$ cat config.mk
export PLATFORM = sky130hd
export DESIGN_NAME = lfg_flow_unit
export DESIGN_NICKNAME = d
export VERILOG_FILES = /design/src/pkg/lfg_pkg.sv /design/src/core/lfg_flow_unit.sv /design/src/core/lfg_pulse_record.sv
export SDC_FILE = /design/constraint.sdc
export NUM_CORES = 1
export LEC_CHECK = 0
export ABC_AREA = 1
export BUFFER_PORTS_ARGS = -buffer_cell sky130_fd_sc_hd__buf_2
export CORE_ASPECT_RATIO = 0.7
export CORE_UTILIZATION = 59
export DETAILED_ROUTE_END_ITERATION = 7
export PLACE_DENSITY = 0.85
export SYNTH_ARGS = -nofsm -noshare
export SYNTH_HDL_FRONTEND = slang
export SYNTH_SLANG_ARGS = --single-unit
$ cat constraint.sdc
create_clock -name ref_clk -period 2.1 [get_ports ref_clk]
set_clock_uncertainty 0.15 [all_clocks]
set_input_delay 0.105 -clock ref_clk [delete_from_list [all_inputs] [get_ports ref_clk]]
set_output_delay 0.105 -clock ref_clk [all_outputs]
set_load 0.05 [all_outputs]
$ cat src/pkg/lfg_pkg.sv
// lfg_pkg: opcodes, field layout and reset values for the ladder flow gate and edge unit.
// assumes the fetch side delivers one decoded instruction word per accepted cycle.
package lfg_pkg;

  localparam int OPCODE_W = 8;
  localparam int OPERAND_W = 16;
  localparam int SKIPNUM_W = 7;
  localparam int SLOT_W = 6;
  localparam int PULSE_SLOTS = 64;

  // instruction codes carried on the fetch port
  localparam logic [7:0] OP_SECTION_GATE_OPEN = 8'h02;
  localparam logic [7:0] OP_SECTION_GATE_CLOSE = 8'h03;
  localparam logic [7:0] OP_SKIP_BEGIN = 8'h04;
  localparam logic [7:0] OP_SKIP_TARGET = 8'h05;
  localparam logic [7:0] OP_RISING_PULSE_OUT = 8'h13;
  localparam logic [7:0] OP_FALLING_PULSE_OUT = 8'h14;

  // skip number field position and legal range
  localparam int SKIPNUM_LSB = 0;
  localparam logic [6:0] SKIPNUM_SEARCH = 7'h00;
  localparam logic [6:0] SKIPNUM_MAX = 7'h63;

  // values after reset; gate, skip and skip number values also at every scan start
  localparam logic GATE_RESET = 1'b1;
  localparam logic SKIP_RESET = 1'b0;
  localparam logic [6:0] SKIPNUM_RESET = 7'h00;
  localparam logic [15:0] ADDR_RESET = 16'h0000;
  localparam logic [63:0] RECORD_RESET = 64'h0000_0000_0000_0000;

endpackage

$ cat src/core/lfg_flow_unit.sv
// lfg_flow_unit: section gates, skips and edge pulses for a ladder program processor.
// assumes the fetcher presents instructions in program order and honours pcLoad
// by resolving the numbered target itself; scanStart pulses once per scan.
// Operation
// [RULE1] gate opened with OFF condition forces OFF conditions through the next close
// [RULE2] gate ON: each instruction takes its own line condition ANDed with gate
// [RULE3] after a close, normal execution resumes on the following line
// [RULE4] gate open and close carry no operand; close ignores its line condition
// [RULE5] nested gate opens: an OFF inner gate forces OFF up to the close
// [RULE6] skip begin with ON condition behaves as if absent
// [RULE7] skip begin OFF: nothing executed, no operand changed up to target
// [RULE8] skip numbers 00 to 99; 01-99 transfer directly to matching target
// [RULE9] skip instructions carry only the number; target line has no conditions
// [RULE10] skip 00 may repeat; OFF resumes after the next target 00
// [RULE11] skip 00 searches forward instruction by instruction, taking longer
// [RULE12] rising pulse sets bit ON one scan after OFF to ON
// [RULE13] falling pulse holds bit OFF, sets ON one scan after ON to OFF
// [RULE14] next execution of the pulse returns its bit OFF regardless
// [RULE15] pulse is last on its line, operand is one bit address
// [RULE16] each pulse keeps its previous scan condition and compares with current
`timescale 1ns/1ps

module lfg_flow_unit
(
  input wire logic ref_clk,
  input wire logic rst_n,
  input wire logic scanStart,
  input wire logic instValid,
  output logic instReady,
  input wire logic [lfg_pkg::OPCODE_W-1:0] instOpcode,
  input wire logic [lfg_pkg::OPERAND_W-1:0] instOperand,
  input wire logic [lfg_pkg::SLOT_W-1:0] instSlot,
  input wire logic lineCond,
  output logic execValid,
  output logic execCond,
  output logic bitWrEn,
  output logic [lfg_pkg::OPERAND_W-1:0] bitWrAddr,
  output logic bitWrData,
  output logic pcLoad,
  output logic [lfg_pkg::SKIPNUM_W-1:0] pcLoadNum,
  output logic skipSearch,
  output logic gateOpen,
  output logic badSkipNum
);

  ////////////////////////////////////////////////////////////////////////////////
  // state

  typedef struct packed
  {
    logic gate;
    logic skipping;
    logic [6:0] skipNum;
    logic execValid;
    logic execCond;
    logic bitWrEn;
    logic [15:0] bitWrAddr;
    logic bitWrData;
    logic pcLoad;
    logic [6:0] pcLoadNum;
    logic badNum;
  } lfg_flow_state_type;

  lfg_flow_state_type cur;
  lfg_flow_state_type next_cur;

  logic gateNow;
  logic skipNow;
  logic [6:0] skipNumNow;
  logic effCond;
  logic live;
  logic [6:0] opNum;
  logic prevCond;
  logic recWr;

  // no buffering: every instruction is decided in the cycle it is offered
  assign instReady = 1'b1;

  assign opNum = instOperand[lfg_pkg::SKIPNUM_LSB +: lfg_pkg::SKIPNUM_W];
  // a scan start in the same cycle as an instruction applies first
  assign gateNow = scanStart ? lfg_pkg::GATE_RESET : cur.gate;
  assign skipNow = scanStart ? lfg_pkg::SKIP_RESET : cur.skipping;
  assign skipNumNow = scanStart ? lfg_pkg::SKIPNUM_RESET : cur.skipNum;
  // [RULE2] gate and line
  assign effCond = lineCond & gateNow;
  assign live = instValid & ~skipNow;

  ////////////////////////////////////////////////////////////////////////////////
  // pulse records

  // [RULE16] previous scan record
  lfg_pulse_record #(
    .SLOTS(lfg_pkg::PULSE_SLOTS)
  ) lfg_pulse_record_inst (
    .ref_clk(ref_clk),
    .rst_n(rst_n),
    .rdSlot(instSlot),
    .rdPrev(prevCond),
    .wrEn(recWr),
    .wrSlot(instSlot),
    .wrCond(effCond)
  );

  ////////////////////////////////////////////////////////////////////////////////
  // decode

  always_comb
  begin
    next_cur = cur;
    next_cur.gate = gateNow;
    next_cur.skipping = skipNow;
    next_cur.skipNum = skipNumNow;
    next_cur.execValid = 1'b0;
    next_cur.bitWrEn = 1'b0;
    next_cur.pcLoad = 1'b0;
    recWr = 1'b0;
    if (scanStart)
    begin
      next_cur.badNum = 1'b0;
    end
    if (instValid && skipNow)
    begin
      // [RULE7] skipped body untouched
      // [RULE10] matching target ends it
      if (instOpcode == lfg_pkg::OP_SKIP_TARGET && opNum == skipNumNow)
      begin
        next_cur.skipping = 1'b0;
      end
    end
    else if (instValid)
    begin
      case (instOpcode)
        lfg_pkg::OP_SECTION_GATE_OPEN:
        begin
          // [RULE5] nested gate narrows
          next_cur.gate = effCond;
        end
        lfg_pkg::OP_SECTION_GATE_CLOSE:
        begin
          // [RULE3] resume after close
          // [RULE4] line condition ignored
          next_cur.gate = lfg_pkg::GATE_RESET;
        end
        lfg_pkg::OP_SKIP_BEGIN:
        begin
          // [RULE8] number range check
          if (opNum > lfg_pkg::SKIPNUM_MAX)
          begin
            next_cur.badNum = 1'b1;
          end
          // [RULE6] ON leaves flow alone
          else if (!effCond)
          begin
            next_cur.skipping = 1'b1;
            next_cur.skipNum = opNum;
            // [RULE11] 00 searches, others transfer
            if (opNum != lfg_pkg::SKIPNUM_SEARCH)
            begin
              next_cur.pcLoad = 1'b1;
              next_cur.pcLoadNum = opNum;
            end
          end
        end
        lfg_pkg::OP_SKIP_TARGET:
        begin
          // [RULE9] a target reached normally does nothing
          next_cur.skipping = 1'b0;
        end
        lfg_pkg::OP_RISING_PULSE_OUT,
        lfg_pkg::OP_FALLING_PULSE_OUT:
        begin
          // [RULE15] single bit write
          recWr = 1'b1;
          next_cur.bitWrEn = 1'b1;
          next_cur.bitWrAddr = instOperand;
          // [RULE14] no edge gives OFF
          if (instOpcode == lfg_pkg::OP_RISING_PULSE_OUT)
          begin
            // [RULE12] OFF to ON
            next_cur.bitWrData = effCond & ~prevCond;
          end
          else
          begin
            // [RULE13] ON to OFF
            next_cur.bitWrData = ~effCond & prevCond;
          end
        end
        default:
        begin
          // [RULE1] gated-off sections see OFF
          next_cur.execValid = 1'b1;
          next_cur.execCond = effCond;
        end
      endcase
    end
  end

  always_ff @(posedge ref_clk or negedge rst_n)
  begin
    if (!rst_n)
    begin
      cur.gate <= lfg_pkg::GATE_RESET;
      cur.skipping <= lfg_pkg::SKIP_RESET;
      cur.skipNum <= lfg_pkg::SKIPNUM_RESET;
      cur.execValid <= 1'b0;
      cur.execCond <= 1'b0;
      cur.bitWrEn <= 1'b0;
      cur.bitWrAddr <= lfg_pkg::ADDR_RESET;
      cur.bitWrData <= 1'b0;
      cur.pcLoad <= 1'b0;
      cur.pcLoadNum <= lfg_pkg::SKIPNUM_RESET;
      cur.badNum <= 1'b0;
    end
    else
    begin
      cur <= next_cur;
    end
  end

  assign execValid = cur.execValid;
  assign execCond = cur.execCond;
  assign bitWrEn = cur.bitWrEn;
  assign bitWrAddr = cur.bitWrAddr;
  assign bitWrData = cur.bitWrData;
  assign pcLoad = cur.pcLoad;
  assign pcLoadNum = cur.pcLoadNum;
  assign skipSearch = cur.skipping;
  assign gateOpen = cur.gate;
  assign badSkipNum = cur.badNum;

  logic isOp;
  logic isPulse;
  assign isOp = live && instOpcode != lfg_pkg::OP_SECTION_GATE_OPEN
    && instOpcode != lfg_pkg::OP_SECTION_GATE_CLOSE
    && instOpcode != lfg_pkg::OP_SKIP_BEGIN
    && instOpcode != lfg_pkg::OP_SKIP_TARGET
    && instOpcode != lfg_pkg::OP_RISING_PULSE_OUT
    && instOpcode != lfg_pkg::OP_FALLING_PULSE_OUT;
  assign isPulse = live && (instOpcode == lfg_pkg::OP_RISING_PULSE_OUT
    || instOpcode == lfg_pkg::OP_FALLING_PULSE_OUT);
endmodule

$ cat src/core/lfg_pulse_record.sv
// lfg_pulse_record: one bit per pulse instruction holding its condition from the previous scan.
// assumes one read and at most one write per cycle, both on the same slot index.
`timescale 1ns/1ps

module lfg_pulse_record
#(
  parameter int SLOTS = 64
)
(
  input wire logic ref_clk,
  input wire logic rst_n,
  input wire logic [lfg_pkg::SLOT_W-1:0] rdSlot,
  output logic rdPrev,
  input wire logic wrEn,
  input wire logic [lfg_pkg::SLOT_W-1:0] wrSlot,
  input wire logic wrCond
);

  typedef struct packed
  {
    logic [SLOTS-1:0] prev;
  } lfg_rec_state_type;

  lfg_rec_state_type cur;
  lfg_rec_state_type next_cur;

  assign rdPrev = cur.prev[rdSlot];

  always_comb
  begin
    next_cur = cur;
    if (wrEn)
    begin
      next_cur.prev[wrSlot] = wrCond;
    end
  end

  always_ff @(posedge ref_clk or negedge rst_n)
  begin
    if (!rst_n)
    begin
      cur <= lfg_rec_state_type'(lfg_pkg::RECORD_RESET);
    end
    else
    begin
      cur <= next_cur;
    end
  end

endmodule

# --- Word level (Yosys, flattened, before mapping) ---
# Index checks and enable logic that the tools add are counted.
totals:
  out_inout_bits: 32
  elab_cells: 69
  inputBits: 35
  ff_bits: 102
op_classes:
  bitwise: 8
  n_eq_ne: 7
  n_mux: 30
  n_lt_le_gt_ge: 3
  reduce_logical: 9
op_table:
  columns: ["cell", "n"]
  rows:
  - ["64-bit bitwise mux", 1]
  - ["8-bit two-way mux", 5]
  - ["38-bit two-way mux", 1]
  - ["36-bit two-way mux", 1]
  - ["18-bit two-way mux", 1]
  - ["8-bit by 2-bit equality test with 1-bit output (second input constant)", 2]
  - ["8-bit by 3-bit equality test with 1-bit output (second input constant)", 2]
  - ["8-bit by 5-bit equality test with 1-bit output (second input constant)", 2]
  - ["7-bit two-way mux", 2]
  - ["1-bit two-way mux", 13]
  - ["9-bit two-way mux", 1]
  - ["7-bit equality test", 1]
  - ["7-bit > comparator (second input constant)", 1]
  - ["6-bit by 7-bit < comparator with 1-bit output (second input constant)", 1]
  - ["7-bit nonzero test", 1]
  - ["1-bit binary-select mux with 6-bit select", 1]
  - ["1-bit demux with 6-bit select", 1]
  - ["6-bit by 1-bit >= comparator with 1-bit output (second input constant)", 1]
  - ["3-bit AND reduction", 2]
  - ["6-bit AND reduction", 1]
  - ["6-bit OR reduction", 1]
  - ["1-bit NOT", 5]
  - ["1-bit case mux with 2 select lines", 2]
  - ["1-bit bitwise AND", 3]
  - ["other kinds (3)", 5]

# --- Depth between registers and ports, before layout ---
depth:
  word_depth: 8
  depth_mapped: 13
  depth_no_buf: 11

# --- Modules after synthesis ---
# A second synthesis with hierarchy kept.
unflattened:
  hier_cells: 652
  hier_area_um2: 5305.1
modules_own_cells:
  columns: ["module", "seq_area_each_um2", "n_inst", "area_each_um2", "cells_each"]
  rows:
  - ["lfg_pulse_record", 1601.5, 1, 3383.2, 404]
  - ["lfg_flow_unit", 952.2, 1, 1921.8, 248]

# --- Worst setup path before layout ---
# Ideal clock, no wire load.
synth_path:
  path_kind: "register -> register"
  startpoint: "register cur, in the netlist skipSearch"
  endpoint: "register lfg_pulse_record_inst.cur[11] in the netlist's numbering"
  path_slack_ps: 253
  required_time_ps: 1831
  path_stages_with_launch: 10
  arrival_ps: 1578
  path_buffers: 0
  synth_period_minus_slack_ps: 1847
  setup_time_ps: 119
  cell_sequence: "dfrtp_1 -> nand2_1 -> inv_2 -> nor2_4 -> nand2_4 -> inv_8 -> nand3_4 -> nor2_2 -> nand2_1 -> o21a_1"
synth_between:
  elab_chain_len: 3
synth_lines:
  columns: ["item", "line_no", "rtl"]
  rows:
  - ["from (decl)", "lfg_flow_unit.sv:64", "lfg_flow_state_type cur;"]
  - ["from (signal assigned)", "lfg_flow_unit.sv:216", "cur <= next_cur;"]
  - ["1-bit two-way mux", "lfg_flow_unit.sv:82", "assign skipNow = scanStart ? lfg_pkg::SKIP_RESET : cur.skipping;"]
  - ["1-bit logical AND", "lfg_flow_unit.sv:121", "if (instValid && skipNow)"]
  - ["1-bit two-way mux", "lfg_flow_unit.sv:121", null]
  - ["to (signal assigned)", "lfg_pulse_record.sv:42", "cur <= lfg_rec_state_type'(lfg_pkg::RECORD_RESET);"]
  - ["to (signal assigned)", "lfg_pulse_record.sv:46", "cur <= next_cur;"]
  - ["to (decl)", "lfg_pulse_record.sv:24", "lfg_rec_state_type cur;"]
# Every way passes these cells.
# A chain may end at the register's enable or synchronous reset.

==> impl_metrics.ini <==
[die]
start_util_pct = 62.1
pin_count = 67
die_w_um = 120
die_h_um = 84.6
std_cell_rows = 29
design.core.area_mm2 = 0.00925
die_area_mm2 = 0.0101

[synth]
synth-edff-count = 0
ys_ff_latch = 102
ys_types = 36
synthTopCellsByCount = nand2_1 (214), dfrtp_1 (101), inv_1 (92)
netlist_area_mm2 = 0.00575
synthTopCellsByArea = dfrtp_1 (44%), nand2_1 (14%), o21a_1 (7.3%)
synthesis.nets = 758
netlist_instances = 723
synthMostInstantiatedCell = nand2_1
ys_warn_count = 0
yosys.area.top_type = dfrtp_1
synth_ff_type = dfrtp_1
async_reset_ff_share_pct = 100
synth_area_per_cell_um2 = 7.95
yosysTopAreaCellShare_pct = 44.0
yosysSeqAreaShare_pct = 44.4

[critical_path]
critPathLaunch = scanStart
worstPathCellList = dlygate4sd3_1 -> buf_2 -> nor2_2 -> inv_1 -> nand2_2 -> inv_2 -> buf_4 -> o31ai_1 -> dlygate4sd3_1 -> inv_1
startpoint_type = primary input
worst-endpoint-arrival_ns = 2.17
required_ns = 2.25
crit_buf_inv = 7
rrSetupSlack_ns = 0.17
crit_family = buffers and inverters
critical_path_class = in -> reg
cp.depth = 10
crit_slowest_cell = dlygate4sd3_1
timing.rr.end = gateOpen
critical_path.max_stage_delay_ns = 0.58
path_max_fanout = 9
endpoint = gateOpen
worstReg2RegStart = gateOpen
reg2regPathDepth = 8
endpoint_kind = flip-flop

[placed_design]
gp_congestion = 1.02
place_inst = 878
dpl-instance-area_mm2 = 0.00607
portBuffers = 65
dpl.hpwl_mm = 9.42

[cells_and_area]
final_cells = 914
final_util_pct = 71.1
fin_nets = 820
fin_area_mm2 = 0.00658
layout-drive-gt1-share_pct = 23.2
antenna_cells = 0
synthToLayoutAreaGrowth_pct = 14.5

[grt]
grt_pass1_wl_mm = 23.1
grt_usage_pct = 29.4
antenna_found_initial = 0
grt_pass1_vias = 4784
overflow = 0
grt_max_degree = 103

[clock_network]
cts_tree = built
clk_pin_slew_ns = 0.07
numCtsBuffers = 9
clock-sinks = 102
clock_path_buffers = 2
root_buffer = clkbuf_16
clock_latency_ns = 0.36
h-tree-depth = 3

[drt]
detail_route.drc_violations = 0
routed_wirelength_mm = 14.0
ant_nets = 0
vias_per_cell = 5.43
vias = 4966
drt-wirelength-per-cell_um = 15.3
drt_iter0_drc = 397
dr.pass1.iters = 5

[timing]
maxSlewHeadroom_pct = 62.3
finalCritPeriodShare_pct = 96.3
worstMarginPinSlew_ns = 0.566
setup_viol = 0
tns_ns = 0
period_needed_ns = 2.02
finalHoldViolCount = 0
slew_violations = 0
fmax_mhz = 495

[hold_path]
min_from = instSlot[3]
hp-class = in -> reg

[pwr]
ir_drop_uv = 338
p_per_area_mw_per_mm2 = 637
power_mw = 4.19
p_leak_nw = 3.17

[run]
cap_viol_max_count = 0

[status]
outcome = completed
-- layer usage --
layer / GRT usage [%] / vias to the layer above / part of all wire, %
met2: 47.2 / 240 / 46
met5: 0 / - / 0
met3: 7.00 / 40 / 9.0
met1: 39.2 / 2327 / 43
li1: - / 2359 / -
met4: 10.1 / 0 / 2.3
-- state kept, by name, summed over array words and instances, names as in the netlist --
| signal | cells |
|---|---|
| lfg_pulse_record_inst.cur | 64 |
| bitWrAddr | 16 |
| cur | 7 |
| pcLoadNum | 7 |
| badSkipNum | 1 |
| bitWrData | 1 |
| bitWrEn | 1 |
| execCond | 1 |
| execValid | 1 |
| gateOpen | 1 |
| pcLoad | 1 |
| skipSearch | 1 |
-- cell type report --
type,count,area [um^2]
clock buffer,10,239
clock inverter,6,46.3
fill,695,2670
inverter,100,390
multi-input combinational,478,2550
sequential,102,2550
tap,124,155
timing repair buffer,94,643
-- cells in the final DEF (no fill, tap or decap), drive strengths merged --
cell type	n
dlygate4sd3	19
nor2	90
clkbuf	10
conb	1
nand4	4
o21a	56
dfrtp	101
xor2	3
nand3b	2
o22ai	2
a21oi	11
o31ai	1
and3	1
nor4	3
dfstp	1
buf	75
nand2	216
inv	100
o21ai	33
clkinv	4
clkinvlp	2
nand3	41
o211ai	1
nor3	12
a32o	1
-- through the flow --
| step | setup WS, ns | hold WS, ns |
|---|---|---|
| 3_5_place_dp | 0.192 | 0.0591 |
| 3_3_place_gp | 0.340 | 0.0627 |
| 4_1_cts | 0.114 | 0.00106 |
| 2_1_floorplan | 0.253 | -0.341 |
| 5_1_grt | -0.00215 | 0.00876 |
| 6_report | 0.0784 | 0.0111 |
-- how the worst min path moves through the flow --
stage,endpoint,cells past startpoint
6_report,lfg_pulse_record_inst.cur[39],4
2_1_floorplan,badSkipNum,0
5_1_grt,cur[32],3
3_3_place_gp,skipSearch,2
4_1_cts,bitWrAddr[3],3
3_5_place_dp,lfg_pulse_record_inst.cur[53],2
-- worst register-to-register path, cell delays in order (launching register included) --
cell,delay (ns)
dfstp_2,0.37
nor2_2,0.10
inv_1,0.06
nand2_2,0.12
inv_2,0.05
buf_4,0.17
o31ai_1,0.23
dlygate4sd3_1,0.58
inv_1,0.04
-- timing repair --
item | 4_1_cts | 5_1_grt
gates resized for setup | 0 | 3
endpoints found under the setup margin | 0 | 18
endpoints found under the hold margin | 126 | 0
buffers inserted | 0 | 1
hold buffers | 19 | 0
-- where the power goes --
part | switching, mW | internal (mW)
Clock | 0.762 | 0.842
Sequential | 0.0191 | 2.00
Combinational | 0.412 | 0.152
Total | 1.19 | 3.00
-- kinds of logic after synthesis --
group,count (synthesis),synth area share (%)
AND/OR/NAND/NOR,369,31.7
flip-flops,102,44.4
buffers and inverters,143,11.3
XOR/XNOR,3,0.457
other,1,0.0653
AO/OA/AOI/OAI,105,12.0
Note: power is estimated with default switching activity, not from simulation.
